## src/hw/sdw_pkg.sv

```systemverilog
// Purpose: shared constants and types for the serial converter write link
// Assumes: one system clock at 100 MHz, link clock sampled by it
// Notes: frame is two mode bits then fourteen code bits, msb first
package sdw_pkg;
    localparam int SDW_FRAME_BITS = 16;   // shifter width
    localparam int SDW_CODE_BITS = 14;    // converter code width
    localparam int SDW_MODE_BITS = 2;     // operating mode width
    localparam int SDW_MODE_HI_POS = 15;  // mode_bit_hi position
    localparam int SDW_MODE_LO_POS = 14;  // mode_bit_lo position
    localparam int SDW_CLK_MHZ = 100;     // system clock rate
    localparam int SDW_SYNC_HIGH_NS = 33; // least frame sync high time
    // least time rounds up to whole cycles
    localparam int SDW_SYNC_HIGH_CYC =
        (SDW_SYNC_HIGH_NS * SDW_CLK_MHZ + 999) / 1000;
    localparam int SDW_MAX_SCLK_MHZ = 30; // fastest allowed link clock
    // least half period of the host divider so sclk stays under the limit
    localparam int SDW_MIN_HALF_DIV =
        (SDW_CLK_MHZ + 2 * SDW_MAX_SCLK_MHZ - 1) / (2 * SDW_MAX_SCLK_MHZ);
    localparam int SDW_HALF_DIV = 8;      // default half period, 160 ns sclk
    localparam logic [15:0] SDW_CODE_RST = 16'h0000; // power-on code
    typedef enum logic [1:0] {
        SDW_MODE_NORMAL = 2'b00,  // normal operation
        SDW_MODE_PD_1K = 2'b01,   // power-down, 1k pull to ground
        SDW_MODE_PD_100K = 2'b10, // power-down, 100k pull to ground
        SDW_MODE_PD_TRI = 2'b11   // power-down, three-state
    } sdw_mode_e;
endpackage : sdw_pkg

```

## src/hw/sdw_link_if.sv

```systemverilog
// Purpose: three-wire link between host and converter ends
// Assumes: host drives every wire, device only listens
// Notes: no clocking block, the bench joins both modports
`timescale 1ns/10ps
interface sdw_link_if;
    logic sync_n;  // frame sync, active low
    logic sclk;    // serial clock
    logic sdata;   // serial data
    modport host (output sync_n, output sclk, output sdata);
    modport device (input sync_n, input sclk, input sdata);
endinterface : sdw_link_if

```

## src/hw/sdw_host.sv

```systemverilog
// Purpose: host end: sends mode and code words as 16-bit frames
// Assumes: link clock made here by a divider of clk_in
// Notes: data changes on rising sclk, device samples on falling
`timescale 1ns/10ps
module sdw_host
    import sdw_pkg::*;
#(
    parameter int HALF_DIV = SDW_HALF_DIV // clk_in cycles per sclk half
) (
    input wire logic clk_in,
    input wire logic sys_rst_in,
    input wire logic [SDW_FRAME_BITS-1:0] word_in, // mode and code, msb first
    input wire logic valid_in,
    output logic ready_out,
    input wire logic abort_in,                    // raise sync mid frame
    output logic busy_out,
    sdw_link_if.host link
);
    // the gap count shares the 8-bit divider, so it bounds HALF_DIV too
    if (HALF_DIV < SDW_MIN_HALF_DIV ||
        HALF_DIV > (255 - SDW_SYNC_HIGH_CYC) / 2) begin : g_bad_div
        $error("sdw_host HALF_DIV breaks link clock limit");
    end
    typedef enum logic [1:0] {
        SDW_H_IDLE = 2'b00,  // sync high, waiting
        SDW_H_SHIFT = 2'b01, // frame in progress
        SDW_H_GAP = 2'b10    // sync high least time
    } sdw_hstate_e;
    typedef struct packed {
        sdw_hstate_e fsm;
        logic [7:0] div;                  // half period counter
        logic [4:0] bits;                 // falls sent
        logic [SDW_FRAME_BITS-1:0] sh;    // output shifter
        logic sync_n;
        logic sclk;
        logic sdata;
        logic busy;                       // frame or gap under way
    } sdw_host_s;
    sdw_host_s st, next_st;
    logic [SDW_FRAME_BITS-1:0] b_data;
    logic b_valid, b_pop, tick;
    // two-entry buffer decouples the word source from the link
    sdw_skid_buf #(.WIDTH(SDW_FRAME_BITS), .DEPTH(2)) u_buf (
        .clk_in(clk_in),
        .sys_rst_in(sys_rst_in),
        .in_data_in(word_in),
        .in_valid_in(valid_in),
        .in_ready_out(ready_out),
        .out_data_out(b_data),
        .out_valid_out(b_valid),
        .out_ready_in(b_pop)
    );
    // frame engine; gap count shares the divider counter
    always_comb begin
        next_st = st;
        b_pop = 1'b0;
        tick = (st.div == 8'(HALF_DIV - 1));
        next_st.div = tick ? 8'h00 : st.div + 8'h01;
        unique case (st.fsm)
            SDW_H_IDLE: begin
                next_st.div = 8'h00;
                if (b_valid) begin
                    // sync falls with the first bit set up
                    b_pop = 1'b1;
                    next_st.sh = b_data;
                    next_st.sdata = b_data[SDW_FRAME_BITS-1];
                    next_st.sync_n = 1'b0;
                    next_st.sclk = 1'b1;
                    next_st.bits = '0;
                    next_st.fsm = SDW_H_SHIFT;
                end
            end
            SDW_H_SHIFT: begin
                if (abort_in) begin
                    // sclk holds its level: a forced rise could cut a
                    // low phase short of the link clock limit
                    next_st.sync_n = 1'b1;
                    next_st.div = 8'h00;
                    next_st.fsm = SDW_H_GAP;
                end else if (tick) begin
                    next_st.sclk = ~st.sclk;
                    if (st.sclk) begin
                        next_st.bits = st.bits + 5'h01;
                    end else if (st.bits == 5'(SDW_FRAME_BITS)) begin
                        // sixteen falls done: raise sync
                        next_st.sync_n = 1'b1;
                        next_st.div = 8'h00;
                        next_st.fsm = SDW_H_GAP;
                    end else begin
                        next_st.sh = {st.sh[SDW_FRAME_BITS-2:0], 1'b0};
                        next_st.sdata = st.sh[SDW_FRAME_BITS-2];
                    end
                end
            end
            SDW_H_GAP: begin
                if (st.div == 8'(SDW_SYNC_HIGH_CYC + 2 * HALF_DIV)) begin
                    next_st.fsm = SDW_H_IDLE;
                    next_st.sclk = 1'b1;
                end else begin
                    next_st.div = st.div + 8'h01;
                end
            end
            default: next_st.fsm = SDW_H_IDLE;
        endcase
        // busy leaves a flop so the port needs no gate behind it
        next_st.busy = (next_st.fsm != SDW_H_IDLE);
    end
    // state register
    always_ff @(posedge clk_in) begin
        if (sys_rst_in) begin
            st <= '0;
            st.sync_n <= 1'b1;
            st.sclk <= 1'b1;
        end else begin
            st <= next_st;
        end
    end
    assign busy_out = st.busy;
    assign link.sync_n = st.sync_n;
    assign link.sclk = st.sclk;
    assign link.sdata = st.sdata;
endmodule : sdw_host

```

## src/hw/sdw_skid_buf.sv

```systemverilog
// Purpose: two-entry buffer with valid and ready on both sides
// Assumes: single clock, synchronous active-high reset
// Notes: ready in comes straight from a flop, so a stall loses no word
`timescale 1ns/10ps
module sdw_skid_buf
    import sdw_pkg::*;
#(
    parameter int WIDTH = 16, // word width
    parameter int DEPTH = 2   // entries
) (
    input wire logic clk_in,
    input wire logic sys_rst_in,
    input wire logic [WIDTH-1:0] in_data_in,
    input wire logic in_valid_in,
    output logic in_ready_out,
    output logic [WIDTH-1:0] out_data_out,
    output logic out_valid_out,
    input wire logic out_ready_in
);
    // pointers are one bit wide, so only two entries can be served
    if (DEPTH != 2 || WIDTH < 1) begin : g_bad_size
        $error("sdw_skid_buf needs depth 2");
    end
    typedef struct packed {
        logic [1:0][WIDTH-1:0] mem; // storage
        logic wr;                   // write pointer
        logic rd;                   // read pointer
        logic [1:0] cnt;            // fill level
        logic rdy;                  // room for a word, registered
    } sdw_buf_s;
    sdw_buf_s st, next_st;
    logic push, pop;
    // handshake on each side
    always_comb begin
        push = in_valid_in && (st.cnt != 2'h2);
        pop = (st.cnt != 2'h0) && out_ready_in;
        next_st = st;
        if (push) begin
            next_st.mem[st.wr] = in_data_in;
            next_st.wr = ~st.wr;
        end
        if (pop) begin
            next_st.rd = ~st.rd;
        end
        next_st.cnt = st.cnt + {1'b0, push} - {1'b0, pop};
        next_st.rdy = (next_st.cnt != 2'h2);
    end
    // state register
    always_ff @(posedge clk_in) begin
        if (sys_rst_in) begin
            st <= '0;
            st.rdy <= 1'b1;
        end else begin
            st <= next_st;
        end
    end
    assign in_ready_out = st.rdy;
    assign out_valid_out = (st.cnt != 2'h0);
    assign out_data_out = st.mem[st.rd];
endmodule : sdw_skid_buf

```

## src/flat_wrapper.sv

```systemverilog
// flat-port wrapper written by rule: the top's interface ports become plain ports
module sdw_host_flat import sdw_pkg::*;
#(
    parameter int HALF_DIV = SDW_HALF_DIV                               
)
  (clk_in, sys_rst_in, word_in, valid_in, ready_out, abort_in, busy_out, link_sync_n, link_sclk, link_sdata);
  sdw_link_if link_i ();
  input wire logic clk_in;
  input wire logic sys_rst_in;
  input wire logic [SDW_FRAME_BITS-1:0] word_in;
  input wire logic valid_in;
  output logic ready_out;
  input wire logic abort_in;
  output logic busy_out;
  output wire logic [$bits(link_i.sync_n)-1:0] link_sync_n;
  output wire logic [$bits(link_i.sclk)-1:0] link_sclk;
  output wire logic [$bits(link_i.sdata)-1:0] link_sdata;
  assign link_sync_n = link_i.sync_n;
  assign link_sclk = link_i.sclk;
  assign link_sdata = link_i.sdata;
  sdw_host #(.HALF_DIV(HALF_DIV)) u_core (.clk_in(clk_in), .sys_rst_in(sys_rst_in), .word_in(word_in), .valid_in(valid_in), .ready_out(ready_out), .abort_in(abort_in), .busy_out(busy_out), .link(link_i));
endmodule
```

## config.mk

```make
export PLATFORM = sky130hd
export DESIGN_NAME = sdw_host_flat
export DESIGN_NICKNAME = d
export VERILOG_FILES = /design/src/hw/sdw_pkg.sv /design/src/hw/sdw_link_if.sv /design/src/hw/sdw_host.sv /design/src/hw/sdw_skid_buf.sv /design/src/flat_wrapper.sv
export SDC_FILE = /design/constraint.sdc
export NUM_CORES = 1
export LEC_CHECK = 0
export BUFFER_PORTS_ARGS = -buffer_cell sky130_fd_sc_hd__buf_4
export CAP_MARGIN = 0
export CORE_MARGIN = 2
export CORE_UTILIZATION = 30
export DETAILED_ROUTE_END_ITERATION = 10
export SLEW_MARGIN = 20
export SYNTH_ARGS = -nofsm -noshare
export SYNTH_HDL_FRONTEND = slang
export SYNTH_SLANG_ARGS = --single-unit
```

## constraint.sdc

```tcl
create_clock -name clk_in -period 3.72 [get_ports clk_in]
set_input_delay 0.372 -clock clk_in [delete_from_list [all_inputs] [get_ports clk_in]]
set_output_delay 0.372 -clock clk_in [all_outputs]
set_load 0.005 [all_outputs]
```

# ---- Yosys cells after proc, flatten, opt, wreduce, memory -nomap -nowiden
# Cells that the tools add are included.
dict set report word_totals {
  register_bits 71
  out_inout_bits 5
}
dict set report op_classes {
  add_sub_neg 4
  order_cmp 3
  eq_ne 17
  n_mux 31
  n_bitwise 3
  reduce_logical 12
}
# op n
set ops {}
lappend ops {{$mux 16} 4}
lappend ops {{$pmux 22 s2} 1}
lappend ops {{$mux 34} 1}
lappend ops {{$bwmux 32} 1}
lappend ops {{$mux 10} 3}
lappend ops {{$mux 24} 1}
lappend ops {{$pmux 8 s3} 1}
lappend ops {{$mux 21} 1}
lappend ops {{$mux 17} 1}
lappend ops {{$demux 16 s1} 1}
lappend ops {{$mux 8} 2}
lappend ops {{$reduce_and 5->1} 3}
lappend ops {{$ne 2x2->1 const B} 5}
lappend ops {{$add 8x1->8 const B} 1}
lappend ops {{$eq 8x3->1 const B} 1}
lappend ops {{$eq 8x5->1 const B} 1}
lappend ops {{$ne 2x1->1 const B} 4}
lappend ops {{$mux 1} 7}
lappend ops {{$mux 2} 3}
lappend ops {{$ne 3x2->1 const B} 2}
lappend ops {{$pmux 2 s3} 1}
lappend ops {{$reduce_and 6->1} 1}
lappend ops {{$reduce_bool 2->1} 3}
lappend ops {{$add 5x1->5 const B} 1}
lappend ops {{other kinds (15)} 20}

# ---- Longest topological paths before layout
dict set report logic_depth {
  word_depth 8
  depth_mapped 13
}

# ---- Hierarchy
# A second synthesis with hierarchy kept.
dict set report unflattened {
  cells_unflattened 389
  area_unflattened_um2 3681.0
}
# mod n_inst cells_per_inst area_each_um2 seq_area_each_um2
set modules_own_cells {}
lappend modules_own_cells {sdw_skid_buf 1 201 1906.8 740.7}
lappend modules_own_cells {sdw_host 1 188 1774.2 680.7}

# ---- Least setup slack after synthesis
# Ideal clock, no wire load.
dict set report synth_timing {
  kind {reg-to-reg}
  startpoint {reg u_core.st[34] in the netlist's numbering}
  endpoint {reg u_core.u_buf.st, in the netlist u_core.u_buf.in_ready_out}
  arrival_time_ns 2.131
  path_slack_ns 1.472
  path_stages_with_launch 13
  path_cell_list {dfxtp_1 > clkbuf_1 > or2_2 > clkbuf_1 > clkinv_1 > buf_2 > ha_1 > inv_1 > ha_1 > xnor2_1 > xnor2_1 > nor2_1 > nand2b_1}
}
dict set report synth_between {
  elab_chain_len 5
}
# element line
set synth_rtl {}
lappend synth_rtl {{from (decl)} sdw_host.sv:39} ;# sdw_host_s st, next_st;
lappend synth_rtl {{from (signal assigned)} sdw_host.sv:115} ;# st <= next_st;
lappend synth_rtl {{$logic_not 2->1} sdw_host.sv:59} ;# unique case (st.fsm)
lappend synth_rtl {{$mux 1} sdw_host.sv:59}
lappend synth_rtl {{$logic_and 1x1->1} sdw_skid_buf.sv:36} ;# pop = (st.cnt != 2'h0) && out_ready_in;
lappend synth_rtl {{net u_core.u_buf.pop} sdw_skid_buf.sv:32} ;# logic push, pop;
lappend synth_rtl {{$sub 2x1->2} sdw_skid_buf.sv:45} ;# next_st.cnt = st.cnt + {1'b0, push} - {1'b0, pop};
lappend synth_rtl {{$ne 2x2->1} sdw_skid_buf.sv:46} ;# next_st.rdy = (next_st.cnt != 2'h2);
lappend synth_rtl {{to (signal assigned)} sdw_skid_buf.sv:54} ;# st <= next_st;
lappend synth_rtl {{to (decl)} sdw_skid_buf.sv:31} ;# sdw_buf_s st, next_st;
# The timed path passes the listed nets, and every way through them passes these cells.
# A chain may end at the register's enable or synchronous reset.

# ---- Worst setup path in the final report
dict set report layout_timing {
  startpoint {reg u_core.st[33] in the netlist's numbering}
  endpoint {reg u_core.u_buf.st, in the netlist u_core.u_buf.in_ready_out}
}
dict set report layout_between {
  elab_chain_len 5
}
# element line
set layout_rtl {}
lappend layout_rtl {{$logic_not 2->1} sdw_host.sv:59}
lappend layout_rtl {{$mux 1} sdw_host.sv:59}
lappend layout_rtl {{$logic_and 1x1->1} sdw_skid_buf.sv:36}
lappend layout_rtl {{$sub 2x1->2} sdw_skid_buf.sv:45}
lappend layout_rtl {{$ne 2x2->1} sdw_skid_buf.sv:46}
# Every way passes these cells.

==> summary.md <==
| Metric | Value |
|---|---|
| Status | `completed` |
| Slew @ Worst Pin | `roughly 0.9 ns` |
| Clk buf depth | `2` |
| Synth Register Bits | `71` |
| Worst Path Max Fanout | `24` |
| Max Slew Vio Count | `0` |
| Initial antenna violation count | `0` |
| Max Fclk | `403.5 MHz` |
| Worst EP required | `between 3 and 4 ns` |
| Core ar. | `slightly above 10000 um^2` |
| Number of synthesized flops with an enable pin | `0` |
| Top layer in use | `met4` |
| Post-CTS sizing | `0` |
| I/O Buffers | `24` |
| Netlist cell types | `46` |
| Worst Setup Path Type | `register to register` |
| Setup TNS | `0 ns` |
| Row cnt | `37` |
| Synth Area in Adders | `~2.4%` |
| Via count | `2467` |
| FILL cells | `1036` |
| Synthesized area | `3177 um^2` |
| Initial Utilization | `30.77%` |
| H-tree Lvls | `3` |
| Asr flop ratio synth | `0%` |
| Largest cells by area after synthesis | `dfxtp_1, mux2i_1, nor2_1` |
| CP startpoint kind | `register` |
| Depth of the worst hold-timing path | `3` |
| WL met1 | `3297 um` |
| Finished Core Util | `35.18%` |
| DR iter-0 viols | `between 200 and 250` |
| Total wire length | `~7000 um` |
| Synth cell count leaders | `dfxtp_1, nor2_1, mux2i_1` |
| Post-CTS setup buffers | `0` |
| Layout cells sized above 1 | `about 17%` |
| Final Cycle Share | `66.62%` |
| Vias per std cell | `5.066` |
| Worst min-delay path class | `input pin to register` |
| CTS tree | `built` |
| Peak supply drop | `roughly 0.22 mV` |
| Worst Clk Skew | `~0.011 ns` |
| Worst R2R Setup Slack | `around 1.2 ns` |
| Met3 routed WL | `312 um` |
| Die Footprint | `11430 um^2` |
| Die width | `106.9 um` |
| Final Hold Fails | `0` |
| Post-layout min period | `between 2 and 2.5 ns` |
| Largest net degree at the start of global routing | `63` |
| DR WL/cell | `14.40 um` |
| # setup viols final | `0` |
| CTS Buf Count | `9` |
| Placed wire-length estimate | `4620 um` |
| GRT Resource Usage Total | `about an eighth` |
| Top_reg_cell synth | `dfxtp_1` |
| Hold-fix buffers at CTS | `0` |
| Sequential-to-total area share from yosys stat | `44.74%` |
| Slew HR | `40.47%` |
| CTS Sinks | `71` |
| Vias in the first global route | `2394` |
| Syn Nets | `358` |
| Post-Syn Instances | `332` |
| First-pass GRT wire length | `11900 um` |
| Leakage power | `1.487 nW` |
| Synth warnings | `0` |
| Area growth from synthesis to layout | `14.34%` |
| Worst-Skew Late Latency | `0.36 ns` |
| Compound-gate portion of the synthesized area | `9.295%` |
| Global route overflow | `0` |
| Reg-to-Reg End | `u_core.u_buf.in_ready_out` |
| Power per cell area | `about 650 nW/um^2` |
| Synth Area in Simple Gates | `20.32%` |
| Main combinational cell family by area after synthesis | `simple AND/OR/NAND/NOR gates` |
| Data arrival time of the critical path | `about 2.7 ns` |
| Max Cap Viol | `0` |
| Met2 routed wirelength | `approximately 3300 um` |
| RSZ-0062 raised after global routing | `false` |
| Fin nets | `372` |
| Hold path start | `word_in[7]` |
| Min-Delay Endpoint | `u_core.u_buf.st[28]` |
| Root buf cell | `clkbuf_8` |
| # IOs | `25` |
| Syn Area/Cell | `about 9.6 um^2` |
| Mux cell area share after synthesis | `between 10% and 20%` |
| Critical R2R Launch | `u_core.st[33]` |
| ANT cells | `0` |
| Crit end category | `register` |
| DRT antenna net count | `0` |
| Synth area leader | `dfxtp_1` |
| Xor/xnor share of the synthesized area | `2.757%` |
| Most common cell in the netlist | `dfxtp_1` |
| Die height | `between 100 and 150 um` |
| DRC violations left | `0` |
| R2R depth | `11` |
| Clock transition at path regs | `around 0.080 ns` |
| Final GP Congestion | `just under 0.8` |
| Top cell type's share of synthesized area | `around 45%` |
| Drt pass-1 iters | `6` |
[cell usage in the layout, fill, tap and decap left out, types with 4 or more instances in the layout]
master,netlist,routed
buf_4,0,26
nor2_1,49,49
xnor2_1,6,6
a221oi_1,4,4
clkbuf_8,0,9
inv_1,9,9
mux2i_1,38,38
nand3_1,11,11
nor4_1,4,4
ha_1,6,6
dfxtp_1,71,71
xor2_1,4,4
nor3_1,35,35
mux2_2,11,11
a222oi_1,11,11
[cell type report]
cell class,instances,area [um^2],share of cell area (%)
multi-input cells,227,1608,44.26
repair buffers,26,195.2,5.374
clock buffers,9,123.9,3.410
flip-flops and latches,71,1421,39.13
well taps,136,170.2,4.685
clock inverters,7,72.57,1.998
inverters,11,41.29,1.137
[logic make-up (layout without fill, tap and decap cells)]
group | Yosys count | in the layout
multiplexers | 49 | 49
flip-flops | 71 | 71
AO/OA/AOI/OAI | 35 | 35
buffers and inverters | 34 | 53
adder cells (fa/ha/maj) | 6 | 6
XOR/XNOR | 10 | 10
AND/OR/NAND/NOR | 127 | 127
[report_power, final]
| part | switching [mW] | total, mW | internal, mW |
|---|---|---|---|
| logic | 0.350 | 0.697 | 0.347 |
| clock network | 0.310 | 0.621 | 0.310 |
| registers | 0.119 | 1.03 | 0.910 |
[per-stage QoR]
step | area, um^2 | instances | hold WS, ns | setup WS, ns | power [mW]
3_5_place_dp | 3436 | 471 | 0.4610 | 1.243 | 1.744
4_1_cts | 3632 | 487 | 0.2443 | 1.230 | 2.368
2_1_floorplan | 3177 | 332 | 0.4258 | 1.472 | 1.575
5_1_grt | 3632 | 487 | 0.2481 | 0.9842 | 2.509
6_report | 3632 | 487 | 0.2545 | 1.242 | 2.347
3_3_place_gp | 3436 | 471 | 0.4396 | 1.353 | 1.720
[worst max-delay path, cell delays in order (launching register included)]
cell and delay, ns:
dfxtp_1 0.47, o21bai_1 0.17, or2_2 0.44, clkinv_1 0.12
buf_4 0.22, ha_1 0.29, inv_1 0.04, ha_1 0.17
xnor2_1 0.13, xnor2_1 0.13, nor2_1 0.12, nand2b_1 0.07
[sequential cells by signal, summed over array words and instances (netlist names)]
| signal | flops |
|---|---|
| u_core.st | 30 |
| u_core.link.sync_n | 1 |
| u_core.u_buf.in_ready_out | 1 |
| u_core.u_buf.st | 36 |
| u_core.link.sclk | 1 |
| u_core.link.sdata | 1 |
| u_core.busy_out | 1 |
[per-layer routing]
layer	vias up	GRT usage, %
met5	-	0
met4	0	4.731
met3	7	4.377
met2	53	20.93
met1	1177	16.99
li1	1230	-
[worst max path at each step]
| stage | start | end | slack [ns] | cells past startpoint |
|---|---|---|---|---|
| 2_1_floorplan | u_core.st[34] | u_core.u_buf.in_ready_out | 1.47 | 12 |
| 6_report | u_core.st[33] | u_core.u_buf.in_ready_out | 1.24 | 11 |
| 4_1_cts | u_core.st[33] | u_core.u_buf.in_ready_out | 1.23 | 11 |
| 5_1_grt | u_core.st[33] | u_core.u_buf.in_ready_out | 0.98 | 11 |
| 3_3_place_gp | u_core.st[33] | u_core.u_buf.in_ready_out | 1.35 | 11 |
| 3_5_place_dp | u_core.st[33] | u_core.u_buf.in_ready_out | 1.24 | 11 |
Power figures use the tool's default switching activity.
